[config.mk]
export PLATFORM = sky130hd
export DESIGN_NAME = host_cpu_ctrl_flat
export DESIGN_NICKNAME = d
export VERILOG_FILES = /design/src/host_port_pkg.sv /design/src/host_cpu_port_if.sv /design/src/host_cpu_ctrl.sv /design/src/flat_wrapper.sv
export SDC_FILE = /design/constraint.sdc
export NUM_CORES = 1
export LEC_CHECK = 0
export ABC_CLOCK_PERIOD_IN_PS = 1740
export BUFFER_PORTS_ARGS = -buffer_cell sky130_fd_sc_hd__buf_2
export CAP_MARGIN = 20
export CORE_UTILIZATION = 45
export DETAILED_ROUTE_END_ITERATION = 6
export GPL_TIMING_DRIVEN = 0
export PLACE_DENSITY_LB_ADDON = 0.25
export SLEW_MARGIN = 20
export SYNTH_ARGS = -nofsm -noshare
export SYNTH_HDL_FRONTEND = slang
export SYNTH_SLANG_ARGS = --single-unit
[constraint.sdc]
create_clock -name ref_clk -period 1.74 [get_ports ref_clk]
set_input_delay 0.348 -clock ref_clk [delete_from_list [all_inputs] [get_ports ref_clk]]
set_output_delay 0.348 -clock ref_clk [all_outputs]
set_load 0.02 [all_outputs]
[src/host_port_pkg.sv]
// Package for the parallel host CPU port: widths, polarity defaults, register map.
// Assumes one clock domain (ref_clk, 20 MHz) shared by both ends.
package host_port_pkg;
    // ------------------------------------------------------------
    // Widths
    // ------------------------------------------------------------
    localparam int ADDR_W = 9;
    localparam int DATA_W = 16;
    localparam int LOC_N = 512;
    // ------------------------------------------------------------
    // Polarity control bits (1 = active high)
    // ------------------------------------------------------------
    localparam int POL_CS = 0;
    localparam int POL_RW = 1;
    localparam int POL_WIDE = 2;
    localparam int POL_STRB = 3;
    localparam int POL_ACK = 4;
    localparam int POL_W = 5;
    // All but read/write active low after reset; read/write high means read.
    localparam logic [4:0] POL_RESET = 5'h02;
    // ------------------------------------------------------------
    // Device internal locations with a side effect
    // ------------------------------------------------------------
    localparam logic [8:0] LOC_POLARITY = 9'h000;
    localparam logic [8:0] LOC_IRQ_SET = 9'h001;
    // ------------------------------------------------------------
    // Controller register map (Avalon-MM byte addresses)
    // ------------------------------------------------------------
    localparam logic [4:0] REG_CTRL = 5'h00;
    localparam logic [4:0] REG_ADDR = 5'h04;
    localparam logic [4:0] REG_WDATA = 5'h08;
    localparam logic [4:0] REG_RDATA = 5'h0c;
    localparam logic [4:0] REG_STATUS = 5'h10;
    localparam logic [4:0] REG_IRQ_STAT = 5'h14;
    localparam logic [4:0] REG_IRQ_CLR = 5'h18;
    localparam logic [4:0] REG_IRQ_EN = 5'h1c;
    // CTRL: bit0 go (self clearing), bit1 read, bit2 wide, bits 8..12 polarity.
    localparam int CTRL_GO = 0;
    localparam int CTRL_RD = 1;
    localparam int CTRL_WIDE = 2;
    localparam int CTRL_POL = 8;
    // Interrupt status bits.
    localparam int IRQ_DONE = 0;
    localparam int IRQ_DEV = 1;
    localparam int IRQ_W = 2;
endpackage : host_port_pkg

[src/host_cpu_port_if.sv]
// Interface joining the host controller and the device's host CPU port.
// The bench resolves the shared data bus from the two enables.
`timescale 1ns/10ps
interface host_cpu_port_if;
    logic host_chip_sel;
    logic host_rd_wr_sel;
    logic host_wide_xfer_sel;
    logic host_data_strobe;
    logic [8:0] host_word_addr;
    logic [15:0] host_data_bus_h2d;
    logic host_data_bus_h_oe;
    logic [15:0] host_data_bus_d2h;
    logic host_data_bus_d_oe;
    logic [15:0] host_data_bus_in;
    logic host_access_ack;
    logic host_irq_n;
    modport device (
        input host_chip_sel, host_rd_wr_sel, host_wide_xfer_sel, host_data_strobe,
        input host_word_addr, host_data_bus_in,
        output host_data_bus_d2h, host_data_bus_d_oe, host_access_ack, host_irq_n
    );
    modport host (
        output host_chip_sel, host_rd_wr_sel, host_wide_xfer_sel, host_data_strobe,
        output host_word_addr, host_data_bus_h2d, host_data_bus_h_oe,
        input host_data_bus_in, host_access_ack, host_irq_n
    );
endinterface : host_cpu_port_if

[src/host_cpu_ctrl.sv]
// Host end: Avalon-MM slave registers drive one access, or one wide pair of accesses, on the host CPU port.
// Assumes the device end runs on the same ref_clk.
`timescale 1ns/10ps
module host_cpu_ctrl (
    input wire logic ref_clk,
    input wire logic sys_rst,
    input wire logic [4:0] avs_address,
    input wire logic avs_read,
    input wire logic avs_write,
    input wire logic [31:0] avs_writedata,
    output logic [31:0] avs_readdata,
    output logic avs_waitrequest,
    output logic irq,
    host_cpu_port_if.host port
);
    // ------------------------------------------------------------
    // State
    // ------------------------------------------------------------
    typedef enum logic [1:0] {H_IDLE, H_STRB, H_REL} host_state_t;
    host_state_t state_r;
    logic rd_r, wide_r, second_r, busy_r;
    logic [4:0] pol_r;
    logic [8:0] addr_r;
    logic [31:0] wdata_r, rdata_r, readdata_r;
    logic [1:0] ist_r, ien_r;
    logic irq_r, wait_r;
    logic cs_r, strb_r, oe_r;
    logic dev_irq_q;

    wire ack_act = ~(port.host_access_ack ^ pol_r[host_port_pkg::POL_ACK]);
    wire acc = avs_read | avs_write;
    wire wr_ctrl = avs_write & ~wait_r & (avs_address == host_port_pkg::REG_CTRL);
    wire go = wr_ctrl & avs_writedata[host_port_pkg::CTRL_GO] & ~busy_r;
    wire done = (state_r == H_REL) & ~ack_act & ~(wide_r & ~second_r);
    wire dev_irq = ~port.host_irq_n;
    wire [31:0] rd_mux =
        (avs_address == host_port_pkg::REG_CTRL) ? {19'h0, pol_r, 5'h0, wide_r, rd_r, 1'b0} :
        (avs_address == host_port_pkg::REG_ADDR) ? {23'h0, addr_r} :
        (avs_address == host_port_pkg::REG_WDATA) ? wdata_r :
        (avs_address == host_port_pkg::REG_RDATA) ? rdata_r :
        (avs_address == host_port_pkg::REG_STATUS) ? {31'h0, busy_r} :
        (avs_address == host_port_pkg::REG_IRQ_STAT) ? {30'h0, ist_r} :
        (avs_address == host_port_pkg::REG_IRQ_EN) ? {30'h0, ien_r} : 32'h0;

    // ------------------------------------------------------------
    // Avalon slave: one wait cycle, then answer
    // ------------------------------------------------------------
    always_ff @(posedge ref_clk) begin
        if (sys_rst) begin
            wait_r <= 1'b1;
            readdata_r <= 32'h0;
            pol_r <= host_port_pkg::POL_RESET;
            rd_r <= 1'b0;
            wide_r <= 1'b0;
            addr_r <= 9'h000;
            wdata_r <= 32'h0;
            ien_r <= 2'h0;
        end else begin
            wait_r <= ~(acc & wait_r);
            if (acc & wait_r) begin
                readdata_r <= rd_mux;
            end
            if (wr_ctrl && !busy_r) begin
                rd_r <= avs_writedata[host_port_pkg::CTRL_RD];
                wide_r <= avs_writedata[host_port_pkg::CTRL_WIDE];
                pol_r <= avs_writedata[host_port_pkg::CTRL_POL +: 5];
            end
            if (avs_write && !wait_r && !busy_r) begin
                if (avs_address == host_port_pkg::REG_ADDR) addr_r <= avs_writedata[8:0];
                if (avs_address == host_port_pkg::REG_WDATA) wdata_r <= avs_writedata;
            end
            if (avs_write && !wait_r && avs_address == host_port_pkg::REG_IRQ_EN) begin
                ien_r <= avs_writedata[1:0];
            end
        end
    end

    // Sticky events; a set in the clear cycle survives.
    always_ff @(posedge ref_clk) begin
        if (sys_rst) begin
            ist_r <= 2'h0;
            irq_r <= 1'b0;
            dev_irq_q <= 1'b0;
        end else begin
            dev_irq_q <= dev_irq;
            ist_r <= (ist_r & ~((avs_write && !wait_r &&
                      avs_address == host_port_pkg::REG_IRQ_CLR) ? avs_writedata[1:0] : 2'h0))
                     | {dev_irq & ~dev_irq_q, done};
            irq_r <= |(ist_r & ien_r);
        end
    end

    // ------------------------------------------------------------
    // Pin sequencer: select+strobe, wait ack, release, wait ack drop
    // ------------------------------------------------------------
    always_ff @(posedge ref_clk) begin
        if (sys_rst) begin
            state_r <= H_IDLE;
            busy_r <= 1'b0;
            second_r <= 1'b0;
            cs_r <= 1'b0;
            strb_r <= 1'b0;
            oe_r <= 1'b0;
            rdata_r <= 32'h0;
        end else begin
            case (state_r)
                H_IDLE: begin
                    if (go) begin
                        busy_r <= 1'b1;
                        second_r <= 1'b0;
                        cs_r <= 1'b1;
                        strb_r <= 1'b1;
                        oe_r <= ~avs_writedata[host_port_pkg::CTRL_RD];
                        state_r <= H_STRB;
                    end
                end
                H_STRB: begin
                    if (ack_act) begin
                        if (rd_r && second_r) rdata_r[31:16] <= port.host_data_bus_in;
                        if (rd_r && !second_r) rdata_r[15:0] <= port.host_data_bus_in;
                        strb_r <= 1'b0;
                        cs_r <= wide_r & ~second_r;
                        oe_r <= 1'b0;
                        state_r <= H_REL;
                    end
                end
                H_REL: begin
                    if (!ack_act) begin
                        if (wide_r && !second_r) begin
                            second_r <= 1'b1;
                            strb_r <= 1'b1;
                            oe_r <= ~rd_r;
                            state_r <= H_STRB;
                        end else begin
                            busy_r <= 1'b0;
                            cs_r <= 1'b0;
                            state_r <= H_IDLE;
                        end
                    end
                end
                default: state_r <= H_IDLE;
            endcase
        end
    end

    // Pin levels through the programmed polarities; addr stays at the low word.
    assign port.host_chip_sel = cs_r ~^ pol_r[host_port_pkg::POL_CS];
    assign port.host_data_strobe = strb_r ~^ pol_r[host_port_pkg::POL_STRB];
    assign port.host_rd_wr_sel = rd_r ~^ pol_r[host_port_pkg::POL_RW];
    assign port.host_wide_xfer_sel = wide_r ~^ pol_r[host_port_pkg::POL_WIDE];
    assign port.host_word_addr = addr_r;
    assign port.host_data_bus_h2d = second_r ? wdata_r[31:16] : wdata_r[15:0];
    assign port.host_data_bus_h_oe = oe_r;
    assign avs_readdata = readdata_r;
    assign avs_waitrequest = wait_r;
    assign irq = irq_r;
endmodule : host_cpu_ctrl

[src/flat_wrapper.sv]
// flat-port wrapper written by rule: the top's interface ports become plain ports
module host_cpu_ctrl_flat 
  (ref_clk, sys_rst, avs_address, avs_read, avs_write, avs_writedata, avs_readdata, avs_waitrequest, irq, port_host_chip_sel, port_host_rd_wr_sel, port_host_wide_xfer_sel, port_host_data_strobe, port_host_word_addr, port_host_data_bus_h2d, port_host_data_bus_h_oe, port_host_data_bus_in, port_host_access_ack, port_host_irq_n);
  host_cpu_port_if port_i ();
  input wire logic ref_clk;
  input wire logic sys_rst;
  input wire logic [4:0] avs_address;
  input wire logic avs_read;
  input wire logic avs_write;
  input wire logic [31:0] avs_writedata;
  output logic [31:0] avs_readdata;
  output logic avs_waitrequest;
  output logic irq;
  output wire logic [$bits(port_i.host_chip_sel)-1:0] port_host_chip_sel;
  output wire logic [$bits(port_i.host_rd_wr_sel)-1:0] port_host_rd_wr_sel;
  output wire logic [$bits(port_i.host_wide_xfer_sel)-1:0] port_host_wide_xfer_sel;
  output wire logic [$bits(port_i.host_data_strobe)-1:0] port_host_data_strobe;
  output wire logic [$bits(port_i.host_word_addr)-1:0] port_host_word_addr;
  output wire logic [$bits(port_i.host_data_bus_h2d)-1:0] port_host_data_bus_h2d;
  output wire logic [$bits(port_i.host_data_bus_h_oe)-1:0] port_host_data_bus_h_oe;
  input wire logic [$bits(port_i.host_data_bus_in)-1:0] port_host_data_bus_in;
  input wire logic [$bits(port_i.host_access_ack)-1:0] port_host_access_ack;
  input wire logic [$bits(port_i.host_irq_n)-1:0] port_host_irq_n;
  assign port_host_chip_sel = port_i.host_chip_sel;
  assign port_host_rd_wr_sel = port_i.host_rd_wr_sel;
  assign port_host_wide_xfer_sel = port_i.host_wide_xfer_sel;
  assign port_host_data_strobe = port_i.host_data_strobe;
  assign port_host_word_addr = port_i.host_word_addr;
  assign port_host_data_bus_h2d = port_i.host_data_bus_h2d;
  assign port_host_data_bus_h_oe = port_i.host_data_bus_h_oe;
  assign port_i.host_data_bus_in = port_host_data_bus_in;
  assign port_i.host_access_ack = port_host_access_ack;
  assign port_i.host_irq_n = port_host_irq_n;
  host_cpu_ctrl u_core (.ref_clk(ref_clk), .sys_rst(sys_rst), .avs_address(avs_address), .avs_read(avs_read), .avs_write(avs_write), .avs_writedata(avs_writedata), .avs_readdata(avs_readdata), .avs_waitrequest(avs_waitrequest), .irq(irq), .port(port_i));
endmodule
Yosys cells after proc, flatten, opt, wreduce, memory -nomap -nowiden
Cells that the tools add are included.
{ "word_totals": {"in_bits": 59, "output_inout_bits": 64, "register_bits": 126, "wordCells": 117} }
{ "classes": {"reduce_logical": 25, "eq_ne": 14, "mux": 30, "bitwise_logic": 29} }
{ "ops": {"columns": ["operator", "count"], "rows": [
  ["two-way mux 32 bit", 6],
  ["equality test 5 bit (second input constant)", 4],
  ["two-way mux 16 bit", 1],
  ["two-way mux 1 bit", 12],
  ["equality test 5 x 4 -> 1 bit (second input constant)", 2],
  ["two-way mux 2 bit", 5],
  ["NOT 1 bit", 10],
  ["AND reduction 5 bit", 2],
  ["AND 1 bit", 9],
  ["case mux 1 bit (3 select lines)", 3],
  ["AND reduction 3 bit", 3],
  ["logical AND 1 bit", 8],
  ["AND reduction 4 bit", 2],
  ["!= test 2 bit (second input constant)", 3],
  ["case mux 2 bit (3 select lines)", 1],
  ["equality test 5 x 3 -> 1 bit (second input constant)", 1],
  ["logical NOT 5 bit", 1],
  ["AND 2 bit", 2],
  ["!= test 2 x 1 -> 1 bit (second input constant)", 2],
  ["case mux 1 bit (2 select lines)", 2],
  ["AND reduction 2 bit", 2],
  ["bitwise XNOR 1 bit", 4],
  ["logical NOT 1 bit", 3],
  ["nonzero test 3 bit", 1],
  ["9 further kinds", 9]
]} }

Logic depth before layout (Yosys ltp)
Gate-level depths: netlist of run 1.
{ "logic_depth": {"word_depth": 8, "ltp_mapped": 8, "mapped_depth_nobuf": 6} }

Least setup slack after synthesis of run 1
OpenSTA, ideal clock, no wires.
{ "synth_path": {"path_type": "register to register", "from": "register u_core.pol_r[4]", "to": "register u_core.state_r[0]", "t_arrival_ns": 1.758, "synth_period_minus_slack_ns": 1.829, "setup_time_ns": 0.071, "path_stages_with_launch": 5, "n_path_buf": 0, "required_time_ns": 1.669, "path_slack_ns": -0.089, "cell_sequence": "dfxtp_1 > xor2_1 > mux2_2 > or4_1 > a21oi_1"} }
{ "synth_between": {"elab_chain_cells": 3, "word_cells_on_any_way": 4, "cone_classes": "eq/ne (2); bitwise (1); reduce/logical (1)"} }
{ "synth_rtl": {"columns": ["item", "line_no", "source"], "rows": [
  ["start, declared", "host_cpu_ctrl.sv:22", "logic [4:0] pol_r;"],
  ["start signal, assigned", "host_cpu_ctrl.sv:52", "pol_r <= host_port_pkg::POL_RESET;"],
  ["start signal, assigned", "host_cpu_ctrl.sv:66", "pol_r <= avs_writedata[host_port_pkg::CTRL_POL +: 5];"],
  ["bitwise XOR 1 bit *", "host_cpu_ctrl.sv:30", "wire ack_act = ~(port.host_access_ack ^ pol_r[host_port_pkg::POL_ACK]);"],
  ["!= test 2 x 1 -> 1 bit (no source line) / != test 2 bit (equally long branches)", null, null],
  ["AND reduction 3 bit (no source line) *", null, null],
  ["end signal, assigned", "host_cpu_ctrl.sv:98", "state_r <= H_IDLE;"],
  ["end signal, assigned", "host_cpu_ctrl.sv:114", "state_r <= H_STRB;"],
  ["end signal, assigned", "host_cpu_ctrl.sv:124", "state_r <= H_REL;"],
  ["end, declared", "host_cpu_ctrl.sv:20", "host_state_t state_r;"]
]} }
Mark *: on every way between the ends. The rest lies on a longest branch, timed or not.
A chain may end at the register's enable or synchronous reset.

Worst setup path after layout of run 1
{ "layout_path": {"from": "register u_core.second_r", "to": "output port port_host_data_bus_h2d[14]"} }
{ "layout_between": {"elab_chain_cells": 1} }
{ "layout_rtl": {"columns": ["item", "line_no", "source"], "rows": [
  ["start, declared", "host_cpu_ctrl.sv:21", "logic rd_r, wide_r, second_r, busy_r;"],
  ["start signal, assigned", "host_cpu_ctrl.sv:100", "second_r <= 1'b0;"],
  ["start signal, assigned", "host_cpu_ctrl.sv:110", "second_r <= 1'b0;"],
  ["start signal, assigned", "host_cpu_ctrl.sv:130", "second_r <= 1'b1;"],
  ["two-way mux 16 bit", "host_cpu_ctrl.sv:152", "assign port.host_data_bus_h2d = second_r ? wdata_r[31:16] : wdata_r[15:0];"],
  ["end, declared", "flat_wrapper.sv:19", "output wire logic [$bits(port_i.host_data_bus_h2d)-1:0] port_host_data_bus_h2d;"]
]} }
No other way between the ends.

==> run_results.csv, run 1 <==
group,metric,value,unit
status,outcome,"complete, but fails checks",
status,violations,"setup timing",
worst_hold_path,hold_class,"in2reg",
worst_setup_path,worstPathRequired,1.39,ns
global_routing,grt_pass1_wl,26.5,mm
timing,relSlewSlack,55.0,%
timing,fin_crit_sh,105,%
die,die_h,112,um
placement,dp_cells,875,
timing,finalSetupViolCount,16,
power,pwr-share-clk,48.2,%
global_routing,grt_pass1_vias,5069,
worst_setup_path,worst-path-max-fanout,5,
power,p_sw,0.00169,W
detailed_routing,drc,0,
flow_run,drv_cap,0,
synthesis,yosysSeqAreaShare,45.9,%
power,swShare,24.4,%
layout,final-seq-area,0.00253,sq mm
clocking,cts_tree,"built",
worst_setup_path,end_kind,"output port",
layout,fillers,966,
die,dieArea,0.0126,sq mm
detailed_routing,num_vias,5211,
timing,hold_ws,0.101,ns
die,core,0.0117,sq mm
timing,finalMaxSlewViolations,0,
worst_setup_path,slowest_stage,"dfxtp_2",
synthesis,syn_area,0.00549,sq mm
layout,syn_to_final_growth,31.5,%
layout,layoutNonFillerInstCount,914,
clocking,clk_path_buf_depth,2,
layout,fin_nets,823,
timing,rsz0062_at_grt,"true",
power,combPwrFrac,9.3,%
power,internal_power,0.00524,W
placement,place_hpwl,12.4,mm
placement,portBuffers,119,
timing,layout_setup_ws,-0.0848,ns
power,p_seq_share,42.5,%
die,rows,39,
detailed_routing,wl,17.3,mm
clocking,cts_made_buffers,17,
layout,n_antenna_cell,0,
power,p_leak,3.01,nW
synthesis,yosysWarnings,0,
timing,tightest_slew,0.674,ns
power,irDropWorstVdd,0.000615,V
clocking,htreeDepth,4,
synthesis,synth_cell_types,48,
synthesis,yosysTopAreaCellShare,45.9,%
detailed_routing,postRouteAntennaNets,0,
worst_setup_path,cp-start-kind,"flop",
synthesis,synth_edf_count,0,
timing,fmax,548,MHz
synthesis,ys_ff_latch,126,
global_routing,antenna_found_initial,0,
layout,multi_input_area,0.00290,sq mm
timing,final-hold-violation-count,0,
timing,finalClockSkew,0.00528,ns
synthesis,synth_area_leaders,"dfxtp_1 46%, mux2i_1 7.5%, mux2_2 7.4%",
detailed_routing,drt_iter0_drc,443,
synthesis,syn_avg_cell_area,8.96,sq um
global_routing,grtUsageTotal,27.5,%
clocking,clk_pin_slew,0.06,ns
die,fp.dieW,112,um
synthesis,synth_nets,678,
global_routing,grt_max_degree,17,
clocking,cts-root-buf,"clkbuf_16",
timing,post-route-min-period,1.82,ns
worst_setup_path,cpMostUsedCell,"buf_8",
power,pwr_density_cell,960,mW/mm^2
detailed_routing,dr.pass1.iters,5,
detailed_routing,wl_per_cell,18.9,um
synthesis,yosys.area.top_type,"dfxtp_1",
worst_setup_path,cp_data_arrival_time,1.48,ns
die,ios,123,
synthesis,async_flop_share,0,%
timing,fin_tns_setup,-1.03,ns
clocking,clock-sinks,126,
worst_setup_path,crit_type,"reg2out",
worst_setup_path,cp_cell_sequence,"buf_8 > buf_8 > mux2_4 > buf_6",
synthesis,ys.flop_type,"dfxtp_1",
detailed_routing,vias_per_cell,5.70,
die,initial_core_util,47.1,%
layout,final_layout_size_suffix_gt1_share,31.4,%
synthesis,syn_inst,613,
worst_setup_path,critPathMaxStageDelay,0.33,ns
clocking,clk_latency,0.41,ns
placement,gp_congestion,0.944,
global_routing,overflow,0,
==> what timing repair did <==
| action | in CTS | in global routing |
|---|---|---|
| endpoints found under the hold margin | 0 | 0 |
| setup buffers | 7 | 3 |
| gates resized for setup | 48 | 37 |
| setup endpoints to repair | 100 | 62 |
| hold buffers | 0 | 0 |
| gates cloned | 1 | 0 |
| pin swaps | 4 | 2 |
==> power by group through the flow <==
stage               Sequential [W]  Clock, W  Combinational [W]
global route               0.00295   0.00351           0.000680
CTS                        0.00295   0.00336           0.000598
floorplan                  0.00301         0           0.000293
detailed placement         0.00300         0           0.000512
global placement           0.00300         0           0.000502
finish                     0.00294   0.00334           0.000645
==> cell usage after synthesis (6+ instances only) <==
cell	number
a21oi_1	56
dfxtp_1	126
inv_1	7
nand3_1	7
mux2i_1	41
ha_1	6
clkbuf_1	25
mux2_2	36
nor2_1	72
buf_2	10
a22oi_1	26
nor3_1	6
o21ai_0	18
nand2_1	106
==> registers in the layout (all words and copies together), names as in the netlist, 2 cells and up <==
signal	count
u_core.wdata_r	32
u_core.state_r	2
u_core.pol_r	5
u_core.port.host_word_addr	9
u_core.rdata_r	32
u_core.ien_r	2
u_core.ist_r	2
u_core.avs_readdata	32
==> critical path: cells and delay by family, from the launching register on <==
family	cells	cell delay [ns]
buf+inv	3	0.41
flops	1	0.33
mux	1	0.31
==> placed cells by master, fill, tap and decap left out, types with 7 or more instances in the layout <==
master     instances
clkbuf_1          23
buf_2            111
o21ai_0           18
clkbuf_16         17
nand2_1          105
buf_6             17
mux2i_1           39
buf_4             13
dfxtp_1          122
nor2_1            72
mux2_4            16
a21oi_1           55
a22oi_1           26
mux2_2            20
nand3_1            7
==> layout make-up <==
cell class	count	share of cell area (%)
buffer	39	2.95
clock inverter	10	1.21
inverter	7	0.398
multi-input combinational	437	40.2
clock buffer	22	6.57
tap	143	2.48
timing repair buffer	130	11.1
sequential	126	35.1
==> routing by layer <==
layer | track usage, % | vias to the layer above | routed length (um) | share of wire [%]
li1 | - | 2424 | - | -
met1 | 35.0 | 2499 | 7380 | 43
met2 | 45.3 | 241 | 8190 | 47
met3 | 5.67 | 47 | 1190 | 6.8
met4 | 12.4 | 0 | 565 | 3.3
met5 | 0 | - | 0 | 0
==> metrics by stage <==
stage	setup WS (ns)	cell area [sq um]	util, %	power (W)
6_report	-0.0848	7220	61.9	0.00693
2_1_floorplan	0.00806	5500	-	0.00330
3_3_place_gp	-0.391	6280	53.8	0.00350
5_1_grt	-0.110	7220	61.9	0.00713
3_5_place_dp	-0.536	6280	53.8	0.00351
4_1_cts	-0.128	7090	60.8	0.00690
==> kinds of logic (layout without fill, tap and decap cells) <==
group,count (synthesis),count (layout),synth area share [%]
flip-flops,126,126,45.9
adder cells (fa/ha/maj),6,6,1.37
buffers and inverters,50,208,4.19
AND/OR/NAND/NOR,221,221,17.8
XOR/XNOR,5,5,0.797
multiplexers,79,79,15.7
AO/OA/AOI/OAI,126,126,14.2
==> path summary, 6_finish.rpt <==
path	from	endpoint	slack, ns	cells past startpoint
worst min-delay path	port_host_irq_n	u_core.dev_irq_q	0.10	2
worst max register to register	u_core.avs_waitrequest	u_core.state_r[0]	0.05	4
worst max-delay path	u_core.second_r	port_host_data_bus_h2d[14]	-0.08	4
worst min register to register	u_core.wdata_r[17]	u_core.wdata_r[17]	0.47	2
(Power assumes the default switching activity.)
==> run 2, diff against run 1 <==
--- a/config.mk
+++ b/config.mk
@@ -11,6 +11,7 @@
 export CORE_UTILIZATION = 45
 export DETAILED_ROUTE_END_ITERATION = 6
 export GPL_TIMING_DRIVEN = 0
+export MAX_ROUTING_LAYER = met4
 export PLACE_DENSITY_LB_ADDON = 0.25
 export SLEW_MARGIN = 20
 export SYNTH_ARGS = -nofsm -noshare
==> run 2 against run 1 <==
Critical path depth unchanged. Clock power rose by 13%. Largest cell class unchanged. Flip-flop and latch count is the same. Highest routed layer unchanged. Register-to-register slack got worse by 0.02 ns. Final area up 1.1%. The flow still finishes with violations (setup timing). Maximum frequency is 0.55% lower. Via count up 0.17%. Wire length grew 0.53%.
==> run_results.csv, run 2 (synthesized netlist as in run 1, its figures left out) <==
group,metric,value,unit
status,outcome,"complete, but fails checks",
status,violations,"setup timing",
layout,fin_nets,826,
detailed_routing,vias_per_cell,5.69,
power,pwr_density_cell,1010,mW/mm^2
worst_setup_path,worstReg2RegStart,"u_core.state_r[0]",
clocking,cts-root-buf,"clkbuf_16",
clocking,cts_hold_buf,0,
worst_setup_path,end_kind,"output port",
worst_setup_path,crit_path_start,"u_core.second_r",
die,rows,39,
global_routing,overflow,0,
timing,fmax,545,MHz
die,initial_core_util,47.1,%
layout,n_antenna_cell,0,
power,power,0.00736,W
detailed_routing,drc,0,
global_routing,grt_pass1_wl,26.2,mm
placement,dpl_cell_area,0.00628,sq mm
detailed_routing,drt_iter0_drc,336,
power,irDropWorstVdd,0.000613,V
timing,finalClockSkew,0.00694,ns
layout,syn_to_final_growth,33.0,%
placement,post-place-ws,-0.459,ns
layout,fin_util,62.6,%
timing,finalMaxSlewViolations,0,
clocking,clk_latency,0.42,ns
global_routing,grt_pass1_vias,5030,
die,ios,123,
worst_setup_path,cp_data_arrival_time,1.49,ns
timing,relSlewSlack,54.7,%
power,pwr-share-clk,51.4,%
worst_setup_path,cp-start-kind,"flop",
timing,tightest_slew,0.679,ns
layout,fin_area,0.00730,sq mm
timing,post-route-min-period,1.83,ns
detailed_routing,routed.top_layer,"met4",
timing,final-hold-violation-count,0,
placement,portBuffers,119,
worst_setup_path,ff2ff_setup_slack,0.03,ns
detailed_routing,wl,17.4,mm
detailed_routing,met2_length,8.19,mm
clocking,cts_made_buffers,17,
flow_run,drv_cap,0,
die,core,0.0117,sq mm
detailed_routing,postRouteAntennaNets,0,
detailed_routing,num_vias,5220,
worst_setup_path,crit_type,"reg2out",
worst_setup_path,reg2reg_to,"u_core.state_r[0]",
timing,fin_tns_setup,-1.24,ns
timing,fin_crit_sh,105,%
worst_setup_path,rr_worst_depth,5,
timing,rsz0062_at_grt,"true",
power,combPwrFrac,8.6,%
worst_setup_path,worst-path-max-fanout,7,
placement,gp_congestion,0.945,
placement,place_hpwl,12.2,mm
detailed_routing,dr.pass1.iters,7,
power,internal_power,0.00568,W
global_routing,antenna_found_initial,0,
worst_hold_path,hold_class,"in2reg",
clocking,clk_pin_slew,0.05,ns
detailed_routing,wl_per_cell,19.0,um
die,die_h,112,um
die,dieArea,0.0126,sq mm
global_routing,grt_max_degree,17,
detailed_routing,wl_met3,1.32,mm
power,p_seq_share,40.0,%
clocking,htreeDepth,4,
worst_setup_path,endpoint,"port_host_data_bus_h2d[9]",
worst_setup_path,worstPathRequired,1.39,ns
layout,final_common_cell,"dfxtp_1",
layout,final_layout_size_suffix_gt1_share,31.1,%
die,fp.dieW,112,um
clocking,clk_path_buf_depth,2,
timing,finalSetupViolCount,16,
layout,layout_common_cells,"122 x dfxtp_1, 109 x buf_2, 105 x nand2_1",
power,p_leak,3.06,nW
global_routing,grtUsageTotal,28.2,%
clocking,clock-sinks,126,
clocking,cts_tree,"built",
detailed_routing,met1_length,7.43,mm
power,swShare,22.9,%
power,p_sw,0.00169,W
timing,layout_setup_ws,-0.0949,ns
==> run 2: cell count changes in the layout (fill, tap and decap cells not counted), moves of 2 or more <==
| cell | delta |
|---|---|
| mux2i_2 | -2 |
| buf_2 | -2 |
| bufinv_16 | +3 |
| mux2i_1 | +2 |
| buf_4 | +5 |
| clkinv_2 | -2 |
==> run 2: critical path: stages, from the launching register on <==
cell and delay, ns:
dfxtp_2 0.33, buf_8 0.14, clkbuf_16 0.16, mux2_4 0.30, buf_6 0.13
==> run 2: stage by stage <==
step / cells / hold slack, ns
CTS: 913 / 0.0897
detailed placement: 875 / 0.460
finish: 917 / 0.102
global placement: 875 / 0.451
floorplan: 613 / 0.420
global route: 917 / 0.0995
==> run 2: how the worst min path moves through the flow <==
stage,startpoint,end,slack [ns],depth (start not counted)
2_1_floorplan,port_host_irq_n,u_core.dev_irq_q,0.42,1
3_3_place_gp,u_core.wdata_r[31],u_core.wdata_r[31],0.45,2
3_5_place_dp,u_core.wdata_r[28],u_core.wdata_r[28],0.46,2
4_1_cts,port_host_irq_n,u_core.dev_irq_q,0.09,2
5_1_grt,port_host_irq_n,u_core.dev_irq_q,0.1,2
6_report,port_host_irq_n,u_core.dev_irq_q,0.10,2
==> run 2: routing by layer <==
metal / track usage [%] / up-vias
met5: - / -
met2: 44.8 / 264
li1: - / 2421
met1: 34.2 / 2491
met4: 12.4 / 0
met3: 6.64 / 44
==> run 2: what timing repair did <==
item,in CTS,in global routing
setup buffers,7,7
gates resized for setup,38,44
setup endpoints to repair,99,62
gates cloned,0,1
pin swaps,3,3
==> run 2: cell type report <==
class,instances,area (sq um)
inverter,7,28.8
fill,954,4360
buffer,38,210
clock buffer,22,474
tap,143,179
sequential,126,2530
timing repair buffer,134,838
multi-input combinational,437,2880
clock inverter,10,159
==> run 2: power groups by stage <==
stage	logic (W)	clock network, W	registers, W
after floorplan	0.000293	0	0.00301
after global placement	0.000503	0	0.00300
after detailed placement	0.000508	0	0.00300
after CTS	0.000569	0.00381	0.00295
after global routing	0.000665	0.00396	0.00295
final	0.000630	0.00379	0.00295
==> run 3, diff against run 2 <==
--- a/config.mk
+++ b/config.mk
@@ -8,7 +8,9 @@
 export ABC_CLOCK_PERIOD_IN_PS = 1740
 export BUFFER_PORTS_ARGS = -buffer_cell sky130_fd_sc_hd__buf_2
 export CAP_MARGIN = 20
-export CORE_UTILIZATION = 45
+export CELL_PAD_IN_SITES_DETAIL_PLACEMENT = 1
+export CELL_PAD_IN_SITES_GLOBAL_PLACEMENT = 2
+export CORE_UTILIZATION = 29
 export DETAILED_ROUTE_END_ITERATION = 6
 export GPL_TIMING_DRIVEN = 0
 export MAX_ROUTING_LAYER = met4
==> run 3 against run 2 <==
The run still ends with setup timing left. Flip-flop and latch count is the same. Core utilization down 22 points. Combinational power increased by 5.4%. Critical path type unchanged.
==> run_results.csv, run 3 (synthesized netlist as in run 1, its figures left out) <==
group,metric,value,unit
status,outcome,"complete, but fails checks",
status,violations,"setup timing",
clocking,clk_path_buf_depth,2,
die,ios,123,
global_routing,overflow,0,
clocking,cts-root-buf,"clkbuf_16",
power,pwr_density_cell,1010,mW/mm^2
clocking,htreeDepth,4,
placement,place_hpwl,15.3,mm
die,core,0.0183,sq mm
timing,layout_setup_ws,-0.102,ns
clocking,cts_hold_buf,0,
power,p_sw,0.00178,W
power,irDropWorstVdd,0.000556,V
layout,final_common_cell,"dfxtp_1",
worst_setup_path,cpMostUsedCell,"buf_8",
detailed_routing,drc,0,
global_routing,antenna_found_initial,0,
global_routing,grt_pass1_vias,5383,
timing,fin_tns_setup,-1.31,ns
detailed_routing,wl_per_cell,20.4,um
detailed_routing,postRouteAntennaNets,0,
timing,hold_ws,0.104,ns
timing,finalSetupViolCount,16,
flow_run,drv_cap,0,
global_routing,grtUsageTotal,22.2,%
timing,tightest_slew,0.716,ns
worst_setup_path,crit_family,"buffers and inverters",
timing,finalClockSkew,0.00625,ns
layout,final-seq-area,0.00254,sq mm
clocking,cts_made_buffers,17,
worst_setup_path,critPathMaxStageDelay,0.33,ns
power,internal_power,0.00579,W
layout,syn_to_final_growth,36.2,%
layout,fillers,2163,
power,p_leak,3.10,nW
detailed_routing,num_vias,5126,
layout,layout_common_cells,"121 x dfxtp_1, 109 x buf_2, 105 x nand2_1",
worst_setup_path,cp_cell_sequence,"buf_8 > buf_8 > mux2_4 > buf_6",
detailed_routing,wl,20.5,mm
power,p_seq_share,38.9,%
die,die_h,140,um
timing,rsz0062_at_grt,"true",
worst_setup_path,cp-start-kind,"flop",
timing,relSlewSlack,52.2,%
worst_setup_path,crit_buf_inv,3,
die,initial_core_util,30.1,%
power,combPwrFrac,8.8,%
clocking,cts_tree,"built",
placement,portBuffers,119,
placement,post-place-ws,-0.465,ns
clocking,clk_pin_slew,0.06,ns
worst_setup_path,end_kind,"output port",
worst_hold_path,hold_class,"in2reg",
die,fp.dieW,140,um
detailed_routing,drt_iter0_drc,257,
layout,fin_nets,829,
timing,final-hold-violation-count,0,
detailed_routing,vias_per_cell,5.10,
layout,final_layout_size_suffix_gt1_share,32.2,%
worst_setup_path,slowest_stage,"dfxtp_2",
timing,post-route-min-period,1.84,ns
layout,n_antenna_cell,0,
placement,dp_cells,961,
power,swShare,23.5,%
layout,multi_input_area,0.00290,sq mm
worst_setup_path,worstPathRequired,1.39,ns
power,pwr-share-clk,52.3,%
layout,layoutNonFillerInstCount,1006,
worst_setup_path,crit_type,"reg2out",
timing,fmax,543,MHz
die,dieArea,0.0195,sq mm
placement,gp_congestion,0.838,
clocking,clock-sinks,126,
timing,fin_crit_sh,106,%
global_routing,grt_pass1_wl,31.5,mm
worst_setup_path,cp_data_arrival_time,1.49,ns
global_routing,grt_max_degree,17,
timing,finalMaxSlewViolations,0,
die,rows,49,
clocking,clk_latency,0.42,ns
worst_setup_path,worst-path-max-fanout,5,
detailed_routing,dr.pass1.iters,4,
## run 3: cell type report
| class | instances | area share, % |
|---|---|---|
| multi-input cells | 437 | 38.8 |
| clock buffers | 21 | 6.16 |
| inverters | 7 | 0.351 |
| plain buffers | 39 | 3.03 |
| repair buffers | 136 | 11.4 |
| well taps | 229 | 3.83 |
| flip-flops and latches | 126 | 33.9 |
| clock inverters | 11 | 2.49 |
## run 3: path summary, 6_finish.rpt
| check | start | end | slack, ns | cells after the start |
|---|---|---|---|---|
| hold reg to reg | u_core.wdata_r[23] | u_core.wdata_r[23] | 0.47 | 2 |
| setup reg to reg | u_core.avs_waitrequest | u_core.state_r[0] | 0 | 5 |
| hold / removal | port_host_irq_n | u_core.dev_irq_q | 0.10 | 2 |
| setup / recovery | u_core.second_r | port_host_data_bus_h2d[5] | -0.10 | 4 |
## run 3: power by group through the flow
| stage | registers [W] | clock network (W) | logic [W] |
|---|---|---|---|
| 6_report | 0.00295 | 0.00395 | 0.000664 |
| 3_3_place_gp | 0.00300 | 0 | 0.000533 |
| 2_1_floorplan | 0.00301 | 0 | 0.000293 |
| 4_1_cts | 0.00295 | 0.00400 | 0.000632 |
| 5_1_grt | 0.00295 | 0.00414 | 0.000707 |
| 3_5_place_dp | 0.00300 | 0 | 0.000542 |
## run 3: repair_timing
action	CTS	global route
setup endpoints to repair	113	57
gates cloned	1	0
resized for setup	46	46
pin swaps	4	5
setup buffers	11	5
## run 3: metal layers
metal / GRT usage (%) / up-vias / part of all wire, %
li1: - / 2432 / -
met1: 27.6 / 2545 / 46
met2: 36.8 / 126 / 49
met3: 3.54 / 23 / 3.7
met4: 7.00 / 0 / 1.3
met5: - / - / 0
## run 3: per-stage QoR
stage	cell area [sq um]	util, %	power, W
after floorplan	5500	-	0.00330
after global placement	6380	34.9	0.00354
after detailed placement	6390	35.0	0.00355
after CTS	7300	39.9	0.00758
after global routing	7480	40.9	0.00779
final	7480	40.9	0.00756
